`config.mk`:
```
export PLATFORM = sky130hd
export DESIGN_NAME = station_status_word
export DESIGN_NICKNAME = d
export VERILOG_FILES = /design/src/station_status_pkg.sv /design/src/bit_sync.sv /design/src/ones_count.sv /design/src/station_status_word.sv
export SDC_FILE = /design/constraint.sdc
export NUM_CORES = 1
export LEC_CHECK = 0
export ABC_AREA = 1
export ABC_CLOCK_PERIOD_IN_PS = 15500
export BUFFER_PORTS_ARGS = -buffer_cell sky130_fd_sc_hd__buf_2
export CAP_MARGIN = 30
export CORE_MARGIN = 3
export CORE_UTILIZATION = 40
export DETAILED_ROUTE_END_ITERATION = 10
export PLACE_DENSITY = 0.6
export SYNTH_ARGS = -nofsm -noshare
export SYNTH_HDL_FRONTEND = slang
export SYNTH_SLANG_ARGS = --single-unit
```
`constraint.sdc`:
```
create_clock -name pclk -period 15.5 [get_ports pclk]
set_input_delay 2.325 -clock pclk [delete_from_list [all_inputs] [get_ports pclk]]
set_output_delay 2.325 -clock pclk [all_outputs]
set_load 0.02 [all_outputs]
```
`src/station_status_pkg.sv`:
```
// Constants shared by the station status word block
//------------------------------------------------------------
//------------------------------------------------------------
package station_status_pkg;

  // Register byte offsets
  localparam logic [7:0] status_word_off = 8'h00;
  localparam logic [7:0] irq_status_off = 8'h04;
  localparam logic [7:0] irq_clear_off = 8'h08;
  localparam logic [7:0] irq_enable_off = 8'h0c;

  // Field positions of the status word
  localparam int unsigned active_pos = 15;
  localparam int unsigned sim_pos = 14;
  localparam int unsigned fault_pos = 13;
  localparam int unsigned module_pos = 12;
  localparam int unsigned code_lsb = 8;
  localparam int unsigned multi_pos = 7;
  localparam int unsigned param_pos = 6;
  localparam int unsigned low_width = 6;

  // Error codes
  localparam logic [3:0] code_none = 4'h0;
  localparam logic [3:0] code_module = 4'h6;
  localparam logic [3:0] code_supply = 4'h7;
  localparam logic [3:0] code_reserved = 4'hf;

  // Interrupt event bits
  localparam int unsigned ev_fault_set = 0;
  localparam int unsigned ev_fault_clr = 1;
  localparam int unsigned ev_multi_set = 2;
  localparam int unsigned ev_active_chg = 3;
  localparam int unsigned ev_sim_chg = 4;
  localparam int unsigned ev_param_done = 5;
  localparam int unsigned ev_code_chg = 6;
  localparam int unsigned ev_width = 7;

  // Reset values
  localparam logic [15:0] status_word_rst = 16'h0000;
  localparam logic [ev_width-1:0] irq_rst = 7'h00;
  localparam logic [31:0] rdata_rst = 32'h0000_0000;

endpackage : station_status_pkg

```
`src/bit_sync.sv`:
```
// Two-flop synchroniser for a group of independent levels
`timescale 1ns/1ps
`default_nettype none

module bit_sync #(
  parameter int unsigned width = 1
) (
  input wire logic pclk,
  input wire logic presetn,
  input wire logic ce,
  input wire logic [width-1:0] async_in,
  output logic [width-1:0] sync_out
);

  logic [width-1:0] meta_ff;
  logic [width-1:0] sync_ff;

  always_ff @(posedge pclk or negedge presetn) begin
    if (!presetn) begin
      meta_ff <= '0;
      sync_ff <= '0;
    end else if (ce) begin
      meta_ff <= async_in;
      sync_ff <= meta_ff;
    end
  end

  assign sync_out = sync_ff;

endmodule : bit_sync

`default_nettype wire

```
`src/ones_count.sv`:
```
// Counts the set bits of a vector
`timescale 1ns/1ps
`default_nettype none

module ones_count #(
  parameter int unsigned width = 8,
  parameter int unsigned cnt_width = 4
) (
  input wire logic [width-1:0] vec,
  output logic [cnt_width-1:0] count
);

  logic [cnt_width-1:0] part [width+1];

  assign part[0] = '0;

  genvar i;
  generate
    for (i = 0; i < width; i++) begin : g_add
      assign part[i+1] = part[i] + cnt_width'(vec[i]);
    end
  endgenerate

  assign count = part[width];

endmodule : ones_count

`default_nettype wire

```
`src/station_status_word.sv`:
```
// Station status word with APB register access and interrupt
`timescale 1ns/1ps
`default_nettype none

module station_status_word #(
  parameter int unsigned num_slots = 32,
  parameter int unsigned num_supplies = 6
) (
  input wire logic pclk,
  input wire logic presetn,
  input wire logic ce,
  // APB slave
  input wire logic psel,
  input wire logic penable,
  input wire logic pwrite,
  input wire logic [7:0] paddr,
  input wire logic [31:0] pwdata,
  output logic [31:0] prdata,
  output logic pready,
  output logic pslverr,
  // Station state, asynchronous levels
  input wire logic unit_active,
  input wire logic sim_active,
  input wire logic param_busy,
  input wire logic [15:0] err_req,
  input wire logic [num_slots-1:0] slot_fault,
  input wire logic [num_supplies-1:0] supply_fault,
  // Interrupt and word
  output logic irq,
  output logic [15:0] status_word
);

  localparam int unsigned n_in = 3 + 16 + num_slots + num_supplies;
  localparam int unsigned cnt_w = 8;
  localparam int unsigned n_cnt = 16 + num_slots + num_supplies;

  //------------------------------------------------------------
  // Input synchronisation
  //------------------------------------------------------------
  logic [n_in-1:0] raw_in;
  logic [n_in-1:0] sync_in;

  assign raw_in = {unit_active, sim_active, param_busy, err_req, slot_fault, supply_fault};

  bit_sync #(
    .width(n_in)
  ) u_sync (
    .pclk(pclk),
    .presetn(presetn),
    .ce(ce),
    .async_in(raw_in),
    .sync_out(sync_in)
  );

  logic active_s;
  logic sim_s;
  logic param_s;
  logic [15:0] err_s;
  logic [num_slots-1:0] slot_s;
  logic [num_supplies-1:0] supply_s;

  assign supply_s = sync_in[num_supplies-1:0];
  assign slot_s = sync_in[num_supplies +: num_slots];
  assign err_s = sync_in[num_supplies+num_slots +: 16];
  assign param_s = sync_in[n_in-3];
  assign sim_s = sync_in[n_in-2];
  assign active_s = sync_in[n_in-1];

  //------------------------------------------------------------
  // Fault sources
  //------------------------------------------------------------
  // Code 6 and 7 come from the slot and supply vectors; code 0 and the
  // reserved code F carry no request, so those request bits are ignored.
  logic [15:0] code_act;

  always_comb begin
    code_act = err_s;
    code_act[0] = 1'b0;
    code_act[station_status_pkg::code_module] = |slot_s;
    code_act[station_status_pkg::code_supply] = |supply_s;
    code_act[station_status_pkg::code_reserved] = 1'b0;
  end

  // Lowest code number wins as the highest priority fault
  logic [3:0] nxt_code;

  always_comb begin
    nxt_code = station_status_pkg::code_none;
    for (int k = 15; k >= 1; k--) begin
      if (code_act[k]) begin
        nxt_code = 4'(k);
      end
    end
  end

  //------------------------------------------------------------
  // Fault counting
  //------------------------------------------------------------
  // A general code counts once, each faulty slot and supply once
  logic [15:0] gen_only;
  logic [cnt_w-1:0] fault_cnt;

  always_comb begin
    gen_only = code_act;
    gen_only[station_status_pkg::code_module] = 1'b0;
    gen_only[station_status_pkg::code_supply] = 1'b0;
  end

  ones_count #(
    .width(n_cnt),
    .cnt_width(cnt_w)
  ) u_count (
    .vec({gen_only, slot_s, supply_s}),
    .count(fault_cnt)
  );

  function automatic int unsigned ones_supply(input logic [num_supplies-1:0] v);
    int unsigned n;
    n = 0;
    for (int j = 0; j < num_supplies; j++) begin
      n = n + int'(v[j]);
    end
    return n;
  endfunction : ones_supply

  logic any_fault;
  logic supply_only;

  assign any_fault = (nxt_code != station_status_pkg::code_none);
  // Supply-only means every counted fault sits in the supply vector
  assign supply_only = (nxt_code == station_status_pkg::code_supply)
      && (fault_cnt == cnt_w'(ones_supply(supply_s)));

  //------------------------------------------------------------
  // Slot number of the single faulty slot
  //------------------------------------------------------------
  logic [station_status_pkg::low_width-1:0] slot_num;

  // Lowest faulty slot wins, slot numbers start at one
  always_comb begin
    slot_num = '0;
    for (int s = num_slots - 1; s >= 0; s--) begin
      if (slot_s[s]) begin
        slot_num = station_status_pkg::low_width'(s + 1);
      end
    end
  end

  //------------------------------------------------------------
  // Word composition
  //------------------------------------------------------------
  logic nxt_multi;
  logic [station_status_pkg::low_width-1:0] nxt_low;
  logic [station_status_pkg::low_width-1:0] cnt_sat;
  logic [15:0] nxt_word;

  // A count that does not fit shows all ones
  assign cnt_sat = (fault_cnt > cnt_w'(6'h3f)) ? 6'h3f
      : fault_cnt[station_status_pkg::low_width-1:0];

  always_comb begin
    nxt_multi = 1'b0;
    nxt_low = '0;
    if (supply_only) begin
      nxt_multi = 1'b0;
      nxt_low = station_status_pkg::low_width'(supply_s);
    end else if (fault_cnt > cnt_w'(1)) begin
      nxt_multi = 1'b1;
      nxt_low = cnt_sat;
    end else if (nxt_code == station_status_pkg::code_module) begin
      nxt_low = slot_num;
    end
  end

  always_comb begin
    nxt_word = station_status_pkg::status_word_rst;
    nxt_word[station_status_pkg::active_pos] = active_s;
    nxt_word[station_status_pkg::sim_pos] = sim_s;
    nxt_word[station_status_pkg::fault_pos] = any_fault;
    nxt_word[station_status_pkg::module_pos] =
        (nxt_code == station_status_pkg::code_module);
    nxt_word[station_status_pkg::code_lsb +: 4] = nxt_code;
    nxt_word[station_status_pkg::multi_pos] = nxt_multi;
    nxt_word[station_status_pkg::param_pos] = param_s;
    nxt_word[station_status_pkg::low_width-1:0] = nxt_low;
  end

  logic [15:0] word_ff;

  // Refreshed every enabled cycle, nothing is held back
  always_ff @(posedge pclk or negedge presetn) begin
    if (!presetn) begin
      word_ff <= station_status_pkg::status_word_rst;
    end else if (ce) begin
      word_ff <= nxt_word;
    end
  end

  assign status_word = word_ff;

  //------------------------------------------------------------
  // Events from word changes
  //------------------------------------------------------------
  logic [15:0] prev_ff;
  logic prev_valid_ff;

  always_ff @(posedge pclk or negedge presetn) begin
    if (!presetn) begin
      prev_ff <= station_status_pkg::status_word_rst;
      prev_valid_ff <= 1'b0;
    end else if (ce) begin
      prev_ff <= word_ff;
      prev_valid_ff <= 1'b1;
    end
  end

  logic [station_status_pkg::ev_width-1:0] events;

  // The first enabled edge after reset only fills the history
  always_comb begin
    events = '0;
    if (prev_valid_ff) begin
      events[station_status_pkg::ev_fault_set] =
          word_ff[station_status_pkg::fault_pos] && !prev_ff[station_status_pkg::fault_pos];
      events[station_status_pkg::ev_fault_clr] =
          !word_ff[station_status_pkg::fault_pos] && prev_ff[station_status_pkg::fault_pos];
      events[station_status_pkg::ev_multi_set] =
          word_ff[station_status_pkg::multi_pos] && !prev_ff[station_status_pkg::multi_pos];
      events[station_status_pkg::ev_active_chg] =
          word_ff[station_status_pkg::active_pos] != prev_ff[station_status_pkg::active_pos];
      events[station_status_pkg::ev_sim_chg] =
          word_ff[station_status_pkg::sim_pos] != prev_ff[station_status_pkg::sim_pos];
      events[station_status_pkg::ev_param_done] =
          !word_ff[station_status_pkg::param_pos] && prev_ff[station_status_pkg::param_pos];
      events[station_status_pkg::ev_code_chg] =
          word_ff[station_status_pkg::code_lsb +: 4] != prev_ff[station_status_pkg::code_lsb +: 4];
    end
  end

  //------------------------------------------------------------
  // APB decode
  //------------------------------------------------------------
  logic setup_ph;
  logic access_ph;
  logic wr_acc;
  logic mapped;
  logic clear_wr;
  logic enable_wr;

  assign setup_ph = psel && !penable;
  assign access_ph = psel && penable;
  assign wr_acc = access_ph && pwrite && ce;
  assign clear_wr = wr_acc && (paddr == station_status_pkg::irq_clear_off);
  assign enable_wr = wr_acc && (paddr == station_status_pkg::irq_enable_off);

  always_comb begin
    case (paddr)
      station_status_pkg::status_word_off: mapped = 1'b1;
      station_status_pkg::irq_status_off: mapped = 1'b1;
      station_status_pkg::irq_clear_off: mapped = 1'b1;
      station_status_pkg::irq_enable_off: mapped = 1'b1;
      default: mapped = 1'b0;
    endcase
  end

  // Read data is loaded in the setup cycle, so the access cycle ends in its first cycle with ce high
  assign pready = ce;
  // Unmapped offsets flag an error and change no register
  assign pslverr = access_ph && !mapped;

  //------------------------------------------------------------
  // Interrupt registers
  //------------------------------------------------------------
  logic [station_status_pkg::ev_width-1:0] irq_stat_ff;
  logic [station_status_pkg::ev_width-1:0] irq_en_ff;
  logic [station_status_pkg::ev_width-1:0] clr_mask;
  logic [station_status_pkg::ev_width-1:0] nxt_irq_stat;

  assign clr_mask = clear_wr ? pwdata[station_status_pkg::ev_width-1:0] : '0;

  // A new event wins over a clear in the same cycle
  assign nxt_irq_stat = (irq_stat_ff & ~clr_mask) | events;

  always_ff @(posedge pclk or negedge presetn) begin
    if (!presetn) begin
      irq_stat_ff <= station_status_pkg::irq_rst;
    end else if (ce) begin
      irq_stat_ff <= nxt_irq_stat;
    end
  end

  // Enables mask the line only, events are always recorded
  always_ff @(posedge pclk or negedge presetn) begin
    if (!presetn) begin
      irq_en_ff <= station_status_pkg::irq_rst;
    end else if (enable_wr) begin
      irq_en_ff <= pwdata[station_status_pkg::ev_width-1:0];
    end
  end

  logic irq_ff;

  // The line follows the stored status on the same edge
  always_ff @(posedge pclk or negedge presetn) begin
    if (!presetn) begin
      irq_ff <= 1'b0;
    end else if (ce) begin
      irq_ff <= |(nxt_irq_stat & irq_en_ff);
    end
  end

  assign irq = irq_ff;

  //------------------------------------------------------------
  // Read data
  //------------------------------------------------------------
  logic [31:0] nxt_rdata;
  logic [31:0] rdata_ff;

  // The write-only clear register reads as zero
  always_comb begin
    nxt_rdata = station_status_pkg::rdata_rst;
    case (paddr)
      station_status_pkg::status_word_off: nxt_rdata[15:0] = word_ff;
      station_status_pkg::irq_status_off: nxt_rdata[station_status_pkg::ev_width-1:0] = irq_stat_ff;
      station_status_pkg::irq_enable_off: nxt_rdata[station_status_pkg::ev_width-1:0] = irq_en_ff;
      default: nxt_rdata = station_status_pkg::rdata_rst;
    endcase
  end

  always_ff @(posedge pclk or negedge presetn) begin
    if (!presetn) begin
      rdata_ff <= station_status_pkg::rdata_rst;
    end else if (ce && setup_ph && !pwrite) begin
      rdata_ff <= nxt_rdata;
    end
  end

  assign prdata = rdata_ff;

endmodule : station_status_word

`default_nettype wire

```
==> flow_summary.yaml <==
synth:
  synthTopCellsByArea: "dfrtp_1, nand2_1, fa_1"
  synth_edf_count: 0
  synthArstFlopShare: 1.000
  ys_ff_latch: 163
  synth.distinct_cells: 45
  synth_top_area_share: 0.4756
  yosysMostFrequentCell: "nand2_1"
  yosysSeqAreaShare: 0.4756
  yosys_warnings: 0
  synth_flop_cell: "dfrtp_1"
  synth_cells: 996
  synthTopCellsByCount: "nand2_1, dfrtp_1, inv_1"
  netlist_area_um2: 8577
  yosys.area.top_type: "dfrtp_1"
  syn_area_per_cell_um2: 8.611
place:
  place_congestion: 0.8815
  io_buffers: 108
  dp_hpwl_um: 13940
detailed_routing:
  routed_wl_um: 19190
  drc: 0
  vias: 6551
  ant_nets: 0
  post_drt_via_cell_ratio: 4.775
  drt_pass1_iterations: 7
  wl_per_cell_um: 13.98
  drt_iter0_markers: 347
grt:
  antenna_found_initial: 0
  grt_pass1_vias: 6655
  grt_max_degree: 101
  overflow: 0
  grtUsageTotal: 0.1726
  grt_first_pass_wirelength_um: 33030
setup_path:
  rr_startpoint: "u_sync.sync_out[2]"
  crit_top_cell: "fa_1"
  arrival_ns: 7.36
  reg2reg_setup_slack_ns: 8.51
  cp-end-kind: "flip-flop"
  path_cells: "fa_1 > fa_1 > inv_1 > fa_1 > fa_1 > fa_1 > fa_1 > fa_1 > fa_1 > fa_1 > o21ai_0 > xor2_1 > nor3_1 > nand4_1 > nor4_1 > nand2_1 > inv_1 > nor2_1 > o21ai_1 > o211ai_1 > nand2_1"
  worst_r2r_path_depth: 21
  crit_buf_inv: 2
  critical_path_class: "flip-flop to flip-flop"
  path_max_fanout: 11
  cp_top_family: "adder cells"
  cp-start-kind: "flip-flop"
  cp_slowest_cell: "fa_1"
  required_ns: 15.86
  cp_slowest_stage_delay_ns: 0.58
  r2r-end: "status_word[2]"
clock_tree:
  clock_path_buffers: 2
  clock-root-buffer: "clkbuf_16"
  cts-buffers-inserted: 17
  postCtsSetupBuffers: 0
  clk_pin_slew_ns: 0.07
  insertion_delay_ns: 0.42
  tritoncts: "done"
  numClockSinks: 163
  cts_hold_buf: 0
  cts_resized: 0
  htree_levels: 4
floorplan:
  die_h_um: 152.4
  die_w_um: 152.4
  start_util: 0.4159
  dieArea_um2: 23230
  rows: 52
  core-area_um2: 20620
  io_pins: 154
sta:
  max_clock_freq_ghz: 0.1430
  rsz0062_at_grt: "false"
  finalSetupViolCount: 0
  hold_viol: 0
  slew_viol_final: 0
  relSlewSlack: 0.3969
  fin_tns_setup_ns: 0
  clock_skew_ns: 0.008715
  tightest_slew_ns: 0.9047
  post-route-period-util: 0.4513
  period_minus_slack_ns: 6.995
flow_run:
  maxCapViolations: 0
hold_path:
  holdPathStages: 2
  hp-start: "u_sync.meta_ff[20]"
  min_path_type: "flip-flop to flip-flop"
  min_to: "u_sync.meta_ff[20]"
finish:
  drive_above_1_share: 0.1443
  diodes: 0
  synthToLayoutAreaGrowth_pct: 15.42
  nets: 1249
status:
  status: "finished, final reports clean"
[layer usage]
layer,track usage,up-vias,part of all wire
met5,0,-,0
met4,0.04200,0,0.013
met3,0.04232,18,0.049
met2,0.2803,134,0.47
met1,0.2355,3124,0.46
li1,-,3275,-
[worst max path at each step]
stage          cells past startpoint           startpoint  slack, ns        endpoint
2_1_floorplan                     25  u_sync.sync_out[37]       9.34  status_word[0]
3_3_place_gp                      21   u_sync.sync_out[2]       8.59  status_word[2]
3_5_place_dp                      21   u_sync.sync_out[2]       8.56  status_word[2]
4_1_cts                           21   u_sync.sync_out[2]       8.50  status_word[2]
5_1_grt                           21   u_sync.sync_out[2]       8.12  status_word[4]
6_report                          21   u_sync.sync_out[2]       8.51  status_word[2]
[sequential cells by signal (all words and copies together) (netlist names)]
register         count
u_sync.sync_out     53
irq_en_ff            7
prdata              16
prev_ff              9
irq_stat_ff          7
irq                  1
status_word         16
u_sync.meta_ff      53
prev_valid_ff        1
[worst reg2reg max path, cell delays in order, from the launching register on]
cell and delay [ns]:
dfrtp_1 0.46, fa_1 0.55, fa_1 0.58, inv_1 0.06, fa_1 0.55, fa_1 0.47, fa_1 0.51, fa_1 0.56
fa_1 0.44, fa_1 0.41, fa_1 0.42, o21ai_0 0.24, xor2_1 0.12, nor3_1 0.28, nand4_1 0.17, nor4_1 0.28
nand2_1 0.27, inv_1 0.17, nor2_1 0.05, o21ai_1 0.09, o211ai_1 0.15, nand2_1 0.11
[cell usage in the layout (no fill, tap or decap), drive strengths merged, types with 4 or more instances in the layout]
| cell | instances |
|---|---|
| o31ai | 12 |
| nand2 | 334 |
| nor3 | 9 |
| inv | 138 |
| xor2 | 6 |
| nand3 | 14 |
| conb | 16 |
| clkbuf | 18 |
| o21ai | 117 |
| a21oi | 12 |
| clkinv | 7 |
| nor4 | 7 |
| dfrtp | 163 |
| buf | 112 |
| nand4 | 4 |
| nor2 | 41 |
| a221oi | 6 |
| ha | 13 |
| fa | 44 |
[layout make-up]
| type | instances | area [um2] |
|---|---|---|
| flip-flops and latches | 163 | 4079 |
| clock inverters | 14 | 153.9 |
| multi-input cells | 659 | 3777 |
| well taps | 270 | 337.8 |
| fillers | 2066 | 10730 |
| inverters | 136 | 513.0 |
| clock buffers | 18 | 439.2 |
| repair buffers | 112 | 599.3 |
[metrics by stage]
| step | cells | hold WS, ns | cell area, um2 | worst slack [ns] | util |
|---|---|---|---|---|---|
| floorplan | 1011 | 0.4422 | 8633 | 9.340 | - |
| global placement | 1339 | 0.4564 | 9279 | 8.591 | 0.4499 |
| detailed placement | 1339 | 0.4589 | 9279 | 8.556 | 0.4499 |
| CTS | 1371 | 0.4749 | 9872 | 8.503 | 0.4786 |
| global route | 1372 | 0.4843 | 9899 | 8.119 | 0.4800 |
| finish | 1372 | 0.4695 | 9899 | 8.505 | 0.4800 |
[cells by family after synthesis]
kind of cell	share of synthesized area
other	0.0004372
adders and majority gates	0.1217
AOI/OAI and AO/OA	0.1063
buffers and inverters	0.09059
xor gates and xnor gates	0.009191
and+or+nand+nor	0.1962
DFF	0.4756
Power is left out: the tool's default activity adds up to more than one toggle a clock period on the data nets, which glitch-free logic cannot reach.
